$ cat config.mk
export PLATFORM = sky130hd
export DESIGN_NAME = rcoc_top
export DESIGN_NICKNAME = d
export VERILOG_FILES = /design/src/rcoc_pkg.sv /design/src/rcoc_edge_sel.sv /design/src/rcoc_divider.sv /design/src/rcoc_top.sv
export VERILOG_INCLUDE_DIRS = /design/src
export SDC_FILE = /design/constraint.sdc
export NUM_CORES = 1
export LEC_CHECK = 0
export BUFFER_PORTS_ARGS = -buffer_cell sky130_fd_sc_hd__buf_2
export CAP_MARGIN = 20
export CORE_UTILIZATION = 47
export DETAILED_ROUTE_END_ITERATION = 10
export GPL_ROUTABILITY_DRIVEN = 0
export PLACE_DENSITY = 0.7
export SETUP_SLACK_MARGIN = 0.1
export SLEW_MARGIN = 10
export SYNTH_ARGS = -nofsm -noshare
export SYNTH_HDL_FRONTEND = slang
export SYNTH_HIERARCHICAL = 1
export SYNTH_SLANG_ARGS = --single-unit
$ cat constraint.sdc
create_clock -name clk -period 3.8 [get_ports clk]
set_input_delay 0.57 -clock clk [delete_from_list [all_inputs] [get_ports clk]]
set_output_delay 0.57 -clock clk [all_outputs]
set_load 0.005 [all_outputs]
$ cat src/rcoc_map.svh
// Register map, field positions and constants of the reference clock control.
// Included by every module file of the block; holds definitions only.
`ifndef RCOC_MAP_SVH
`define RCOC_MAP_SVH

// ---------------------------------------------------------------
// Register offsets
// ---------------------------------------------------------------
`define RCOC_ADDR_W 8
`define RCOC_CTRL_OFS 8'h00

// ---------------------------------------------------------------
// Control word fields
// ---------------------------------------------------------------
`define RCOC_DIV_HI 30
`define RCOC_DIV_LO 16
`define RCOC_ON_BIT 15
`define RCOC_STOP_IDLE_BIT 13
`define RCOC_OE_BIT 12
`define RCOC_RUN_SLEEP_BIT 11
`define RCOC_SW_BIT 9
`define RCOC_ACT_BIT 8
`define RCOC_SEL_HI 3
`define RCOC_SEL_LO 0
`define RCOC_RSVD_MASK 32'h800044F0

// ---------------------------------------------------------------
// Values
// ---------------------------------------------------------------
`define RCOC_SEL_SYS 4'h0
`define RCOC_SEL_PB 4'h1
`define RCOC_DIV_ZERO 15'h0000
`define RCOC_DIV_ONE 15'h0001
`define RCOC_WORD_ZERO 32'h00000000

`endif

$ cat src/rcoc_pkg.sv
// Types shared by the reference clock control modules.
// Assumes rcoc_map.svh is compiled alongside.
package rcoc_pkg;

	// ---------------------------------------------------------------
	// Software control fields
	// ---------------------------------------------------------------
	typedef struct packed {
		logic [14:0] div;
		logic on;
		logic stopIdle;
		logic oe;
		logic runSleep;
		logic swPend;
		logic [3:0] sel;
	} rcoc_ctrl_t;

	// ---------------------------------------------------------------
	// Module states
	// ---------------------------------------------------------------
	typedef struct packed {
		rcoc_ctrl_t ctrl;
		logic [14:0] actDiv;
		logic active;
		logic rdValid;
		logic [31:0] rdData;
		logic pinOut;
		logic pinOe;
	} rcoc_state_t;

	typedef struct packed {
		logic lvl;
		logic rise;
	} rcoc_edge_state_t;

	typedef struct packed {
		logic [14:0] cnt;
		logic clkOut;
	} rcoc_div_state_t;

endpackage

$ cat src/rcoc_edge_sel.sv
// Source selection and rising edge detection for the reference divider.
// Assumes all source levels are synchronous to clk.
`timescale 1ns/10ps
`include "rcoc_map.svh"

module rcoc_edge_sel import rcoc_pkg::*; (
	// Clock and reset
	input wire logic clk,
	input wire logic sys_rst,
	// Sources
	input wire logic [15:0] srcLevels,
	input wire logic [3:0] sel,
	// Selected source
	output logic srcLevel,
	output logic srcRise
);

	rcoc_edge_state_t s_r;
	rcoc_edge_state_t s_nxt;

	always_comb begin
		s_nxt = s_r;
		s_nxt.lvl = srcLevels[sel];
		s_nxt.rise = srcLevels[sel] & ~s_r.lvl;
	end

	always_ff @(posedge clk) begin
		if (sys_rst) begin
			s_r <= '0;
		end else begin
			s_r <= s_nxt;
		end
	end

	assign srcLevel = s_r.lvl;
	assign srcRise = s_r.rise;

endmodule // rcoc_edge_sel

$ cat src/rcoc_divider.sv
// Reference clock divider: output toggles every divisor rising source edges.
// Assumes the divisor is only changed while atBoundary is high.
`timescale 1ns/10ps
`include "rcoc_map.svh"

module rcoc_divider import rcoc_pkg::*; (
	// Clock and reset
	input wire logic clk,
	input wire logic sys_rst,
	// Control
	input wire logic run,
	input wire logic [14:0] divisor,
	// Source
	input wire logic srcLevel,
	input wire logic srcRise,
	// Output
	output logic clkOut,
	output logic atBoundary
);

	rcoc_div_state_t s_r;
	rcoc_div_state_t s_nxt;

	always_comb begin
		s_nxt = s_r;
		if (!run) begin
			s_nxt.cnt = `RCOC_DIV_ZERO;
			s_nxt.clkOut = 1'h0;
		end else if (divisor == `RCOC_DIV_ZERO) begin
			// Divisor zero passes the source straight through
			s_nxt.cnt = `RCOC_DIV_ZERO;
			s_nxt.clkOut = srcLevel;
		end else if (srcRise) begin
			if (s_r.cnt >= divisor - `RCOC_DIV_ONE) begin
				s_nxt.cnt = `RCOC_DIV_ZERO;
				s_nxt.clkOut = ~s_r.clkOut;
			end else begin
				s_nxt.cnt = s_r.cnt + `RCOC_DIV_ONE;
			end
		end
	end

	always_ff @(posedge clk) begin
		if (sys_rst) begin
			s_r <= '0;
		end else begin
			s_r <= s_nxt;
		end
	end

	assign clkOut = s_r.clkOut;
	// Low phase at count zero: a new period length starts cleanly here
	assign atBoundary = ~s_r.clkOut & (s_r.cnt == `RCOC_DIV_ZERO);

endmodule // rcoc_divider

$ cat src/rcoc_top.sv
// Reference clock output control: control register, divider handshake,
// idle and sleep gating, and the output pin driver.
// Assumes a simple strobe register port and synchronous source levels.
`timescale 1ns/10ps
`include "rcoc_map.svh"

module rcoc_top import rcoc_pkg::*; (
	// Clock and reset
	input wire logic clk,
	input wire logic sys_rst,
	// Register port
	input wire logic [`RCOC_ADDR_W-1:0] regAddr,
	input wire logic [31:0] regWrData,
	input wire logic regWr,
	input wire logic regRd,
	output logic [31:0] regRdData,
	// Power modes
	input wire logic idleMode,
	input wire logic sleepMode,
	// Reference sources
	input wire logic [15:0] srcLevels,
	// Output pin and clock request
	output logic refClkOut,
	output logic refClkOutOe,
	output logic refActive
);

	// ---------------------------------------------------------------
	// State
	// ---------------------------------------------------------------
	rcoc_state_t st_r;
	rcoc_state_t st_nxt;

	logic srcLevel;
	logic srcRise;
	logic divOut;
	logic atBoundary;
	logic run;
	logic sleepAllowed;
	logic ctrlWr;
	logic ctrlRd;
	logic [31:0] ctrlWord;
	logic [14:0] wrDiv;

	// ---------------------------------------------------------------
	// Source selection and divider
	// ---------------------------------------------------------------
	rcoc_edge_sel u_edge (
		.clk(clk),
		.sys_rst(sys_rst),
		.srcLevels(srcLevels),
		.sel(st_r.ctrl.sel),
		.srcLevel(srcLevel),
		.srcRise(srcRise)
	);

	rcoc_divider u_div (
		.clk(clk),
		.sys_rst(sys_rst),
		.run(run),
		.divisor(st_r.actDiv),
		.srcLevel(srcLevel),
		.srcRise(srcRise),
		.clkOut(divOut),
		.atBoundary(atBoundary)
	);

	// ---------------------------------------------------------------
	// Run gating
	// ---------------------------------------------------------------
	// Sources 0000 and 0001 stop in Sleep themselves, so the bit has no say
	assign sleepAllowed = st_r.ctrl.runSleep
		& (st_r.ctrl.sel != `RCOC_SEL_SYS)
		& (st_r.ctrl.sel != `RCOC_SEL_PB);

	// Halting is immediate; a high phase may be cut short on entry
	assign run = st_r.ctrl.on
		& ~(idleMode & st_r.ctrl.stopIdle)
		& ~(sleepMode & ~sleepAllowed);

	// ---------------------------------------------------------------
	// Register decode
	// ---------------------------------------------------------------
	assign ctrlWr = regWr & (regAddr == `RCOC_CTRL_OFS);
	assign ctrlRd = regRd & (regAddr == `RCOC_CTRL_OFS);
	assign wrDiv = regWrData[`RCOC_DIV_HI:`RCOC_DIV_LO];

	always_comb begin
		ctrlWord = `RCOC_WORD_ZERO;
		ctrlWord[`RCOC_DIV_HI:`RCOC_DIV_LO] = st_r.ctrl.div;
		ctrlWord[`RCOC_ON_BIT] = st_r.ctrl.on;
		ctrlWord[`RCOC_STOP_IDLE_BIT] = st_r.ctrl.stopIdle;
		ctrlWord[`RCOC_OE_BIT] = st_r.ctrl.oe;
		ctrlWord[`RCOC_RUN_SLEEP_BIT] = st_r.ctrl.runSleep;
		ctrlWord[`RCOC_SW_BIT] = st_r.ctrl.swPend;
		ctrlWord[`RCOC_ACT_BIT] = st_r.active;
		ctrlWord[`RCOC_SEL_HI:`RCOC_SEL_LO] = st_r.ctrl.sel;
	end

	// ---------------------------------------------------------------
	// Next state
	// ---------------------------------------------------------------
	always_comb begin
		st_nxt = st_r;

		// Divider handshake: load at a clean boundary, then drop the flag
		if (st_r.ctrl.swPend && atBoundary) begin
			st_nxt.actDiv = st_r.ctrl.div;
			st_nxt.ctrl.swPend = 1'h0;
		end

		if (ctrlWr) begin
			st_nxt.ctrl.div = wrDiv;
			st_nxt.ctrl.on = regWrData[`RCOC_ON_BIT];
			st_nxt.ctrl.stopIdle = regWrData[`RCOC_STOP_IDLE_BIT];
			st_nxt.ctrl.oe = regWrData[`RCOC_OE_BIT];
			st_nxt.ctrl.runSleep = regWrData[`RCOC_RUN_SLEEP_BIT];
			st_nxt.ctrl.sel = regWrData[`RCOC_SEL_HI:`RCOC_SEL_LO];
			// Disabled: divider takes effect at once
			if (!st_r.ctrl.on) begin
				st_nxt.actDiv = wrDiv;
			end
			// A new request wins over the hardware clear in the same cycle
			if (regWrData[`RCOC_SW_BIT]) begin
				st_nxt.ctrl.swPend = 1'h1;
			end
		end

		// Request stays active until the output has settled low
		st_nxt.active = st_r.ctrl.on | divOut;

		// Read data stand for exactly one cycle
		st_nxt.rdValid = ctrlRd;
		st_nxt.rdData = ctrlRd ? ctrlWord : `RCOC_WORD_ZERO;

		st_nxt.pinOe = st_r.ctrl.oe & st_r.ctrl.on;
		st_nxt.pinOut = st_r.ctrl.oe & divOut;
	end

	always_ff @(posedge clk) begin
		if (sys_rst) begin
			st_r <= '0;
		end else begin
			st_r <= st_nxt;
		end
	end

	// ---------------------------------------------------------------
	// Outputs
	// ---------------------------------------------------------------
	assign regRdData = st_r.rdData;
	assign refClkOut = st_r.pinOut;
	assign refClkOutOe = st_r.pinOe;
	assign refActive = st_r.active;
endmodule // rcoc_top

==> flow_results.org <==
** Synthesis
- Post-synthesis register bit count :: 85
- Number of different library cells in the post-synthesis netlist :: 50
- Counting flops with a built-in enable in the synthesized netlist gives 0.
- Cell with the most instances after synthesis :: sky130_fd_sc_hd__dfxtp_1
- Synth cell count leaders :: 85 x sky130_fd_sc_hd__dfxtp_1, 49 x sky130_fd_sc_hd__nand2b_1, 41 x sky130_fd_sc_hd__mux2i_1
- Synth async-reset ratio :: 0%
- After synthesis, the cell types taking the most area are sky130_fd_sc_hd__dfxtp_1 38%, sky130_fd_sc_hd__mux2i_1 9.1%, sky130_fd_sc_hd__nand2b_1 6.8%, sky130_fd_sc_hd__buf_4 5.5%, sky130_fd_sc_hd__ha_1 5.0%.
- Summed over all instances, the cell type with the most area after synthesis is sky130_fd_sc_hd__dfxtp_1.
- Main synth FF type :: sky130_fd_sc_hd__dfxtp_1
- Post-synthesis cell area :: 4500 µm²
- Yosys printed 6 warnings.
- Area share of the largest cell type after synthesis :: 37.8%
- Sequential-to-total area share from yosys stat :: 37.8%
- Synthesis handed over a netlist of 467 instances.
- Each instance of the synthesized netlist takes up on average 9.64 µm².

** Setup path
- RR Startpoint :: st_r[36]
- The worst setup path is of the flop to flop kind.
- Of all nets on the critical path, the largest fanout is 12.
- In this run the critical register-to-register path is captured at u_div/s_r[8].
- In this run the register-to-register setup slack is 560 ps.
- Crit path arrival time :: 3520 ps
- STA classifies the critical path startpoint as a flop.
- Launch point of the critical path :: st_r[36]
- Critical Path RT :: 4080 ps
- Critical Path End :: u_div/s_r[8]
- STA classifies the critical path endpoint as a flop.
- Number of cell instances on the worst register-to-register path :: 12

** Timing
- Slew Viols, Final :: 0
- Fin Setup TNS :: 0 ps
- The final critical path takes up 85.3% of the cycle.
- Setup repair after global routing left no endpoint under its margin.
- Final setup vio count :: 0
- The clock arrives with 11.9 ps of skew.
- Final hold slack :: 433 ps
- Clock period minus final worst setup slack :: 3240 ps
- Max_slew headroom :: 37.7%
- Final number of hold-violating endpoints :: 0
- Worst-Margin Slew :: 934 ps
- Based on the critical path, the design can be clocked at up to 0.308 GHz.

** Power
- Across the VDD grid, the largest voltage drop is 232 µV.
- In this run the power density over the cells is 330 nW/µm².
- The analysis attributes to cell leakage a power of 2.34 nW.

** Detailed routing
- Dividing the detail-routed via count by the number of cells gives 5.06.
- Count of routing violations after the opening detailed-route iteration :: 107
- The first detailed-routing pass ran for 4 iterations.
- After detailed routing, the number of remaining DRC violations is 0.
- After detailed routing, the total wire length is 8590 µm.
- Remaining number of nets flagged by the antenna check after routing :: 0
- Dividing the detail-routed wire length by the instance count gives 13.3 µm.
- The routed layout has 3276 vias.

** CTS
- CTS Root Buffer Type :: sky130_fd_sc_hd__clkbuf_8
- Resize count post-CTS :: 0
- Clock transition at the register clock pins on the worst setup and hold paths after CTS :: 80 ps
- No sink is reached through more buffers than the 2 on the longest clock path.
- Hold repair after CTS inserted 0 buffers.
- Clock latency on the worst-skew pair :: 350 ps
- Number of buffers created by CTS :: 9
- CTS sink cnt :: 85
- Number of post-CTS setup repair buffers :: 0
- TritonCTS built the clock tree.
- The H-tree was split into 3 levels.

** Final layout
- In the final layout, the share of cells above drive strength 1 is 21.4%.
- Fill cells in the final layout number 873.
- Number of diodes :: 0
- After the flow finishes, the layout carries non-filler instances totaling 647.
- Sequential Area :: 1700 µm²
- Final #Nets :: 593
- The area growth from synthesis to layout is 9.81%.
- Area occupied by multi-input gates :: 2440 µm²

** Min path
- Hold crit path type :: flop to flop

** Status
- The run finished with clean final reports.

** Run
- Across the run, the number of max-cap violations was 0.

** Placed design
- Summed over all nets, the half-perimeter wirelength after detailed placement is 6060 µm.
- Buffers placed on the I/O ports in this run total 81.
- The number of placed instances, taps included, is 631.

** Floorplanning
- Std cell rows :: 35
- After floorplanning, the core was sized to cover 9240 µm².
- For this configuration, the core starts out at a cell density of 48.7%.
- Top-level I/O count :: 97
- Die area :: 9980 µm²
- From left edge to right edge, the die measures 99.9 µm.
- The floorplan step set the die height to 99.9 µm.

** GRT
- The first global-routing pass estimated 14600 µm of wire.
- Entering global routing, the biggest net connects 68 pins.
- For this run, the total global-route usage over all layers was measured as 18.4%.
- Via count of the first global-routing pass :: 3206
- Global route overflow :: 0
- The initial antenna violation count was 0.
registers in the layout (all words and copies together) (netlist names):
| register | count |
|---|---|
| ctrlWord | 24 |
| refActive | 1 |
| refClkOut | 1 |
| refClkOutOe | 1 |
| regRdData | 25 |
| st_r | 15 |
| u_div/clkOut | 1 |
| u_div/s_r | 15 |
| u_edge/srcLevel | 1 |
| u_edge/srcRise | 1 |
power by group:
part | switching [W] | total, W | internal [W]
Clock | 0.000319 | 0.000662 | 0.000344
Combinational | 0.0000338 | 0.0000740 | 0.0000402
Sequential | 0.00000186 | 0.000893 | 0.000891
Total | 0.000354 | 0.00163 | 0.00128
cell type report:
type | count | share of cell area [%]
sequential | 85 | 34.4
inverter | 8 | 0.607
tap | 129 | 3.26
timing repair buffer | 81 | 8.20
clock buffer | 12 | 3.14
clock inverter | 4 | 1.11
multi-input combinational | 328 | 49.3
through the flow:
stage	util, %	cell area (µm²)	setup WS [ps]	power (W)
final	53.5	4940	557	0.00163
after global routing	53.5	4940	289	0.00170
after CTS	53.5	4940	572	0.00165
after detailed placement	51.2	4730	616	0.000989
after global placement	51.2	4730	731	0.000987
after floorplan	-	4530	1090	0.000958
cell families after synthesis:
| logic type | synth area share [%] |
|---|---|
| AO/OA/AOI/OAI | 9.11 |
| XOR/XNOR | 4.86 |
| adder cells (fa/ha/maj) | 5.00 |
| buffers and inverters | 8.61 |
| flip-flops | 37.8 |
| multiplexers | 10.1 |
| other | 0.0833 |
| AND/OR/NAND/NOR | 24.4 |
critical path: stages, from the launching register on:
cell                        delay (ps)
sky130_fd_sc_hd__dfxtp_1           320
sky130_fd_sc_hd__inv_1              80
sky130_fd_sc_hd__ha_1              180
sky130_fd_sc_hd__or2b_2            340
sky130_fd_sc_hd__nand2b_1          190
sky130_fd_sc_hd__nor4_1            280
sky130_fd_sc_hd__xnor2_1           180
sky130_fd_sc_hd__ha_1              290
sky130_fd_sc_hd__a21oi_1           160
sky130_fd_sc_hd__a21oi_1           100
sky130_fd_sc_hd__a211oi_2          460
sky130_fd_sc_hd__o2111ai_2         390
sky130_fd_sc_hd__nor2_1            210
metal layers:
| layer | global-route usage (%) | share of wire (%) |
|---|---|---|
| met5 | 0 | 0 |
| met4 | 7.92 | 1.7 |
| met3 | 3.69 | 2.9 |
| met2 | 30.5 | 47 |
| met1 | 23.3 | 48 |
placed cells by master (no fill, tap or decap), drive strengths merged, types with 2 or more instances in the layout:
cell type  instances
dfxtp             85
buf               81
nand2b            49
mux2i             41
and2              26
nor2              24
ha                18
and3              18
a21boi            16
o21bai            15
xnor2             14
nand2             14
clkbuf            12
xor2              11
a21oi             10
inv                9
nand4              9
nand3              9
conb               7
nor3               7
nor4               7
and4               3
o21ai              3
o31ai              2
a221oi             2
nor2b              2
nand3b             2
a21o               2
a31oi              2
mux4               2
or3                2
how the worst min path moves through the flow:
stage / startpoint / to / slack, ps / cells after the start
after floorplan: u_edge/srcLevel / u_edge/srcRise / 400 / 1
after global placement: u_edge/srcLevel / u_edge/srcRise / 420 / 1
after detailed placement: u_edge/srcLevel / u_edge/srcRise / 420 / 1
after CTS: u_edge/srcLevel / u_edge/srcRise / 430 / 1
after global routing: u_edge/srcLevel / u_edge/srcRise / 450 / 1
final: u_edge/srcLevel / u_edge/srcRise / 430 / 1
Power figures use the tool's default switching activity.
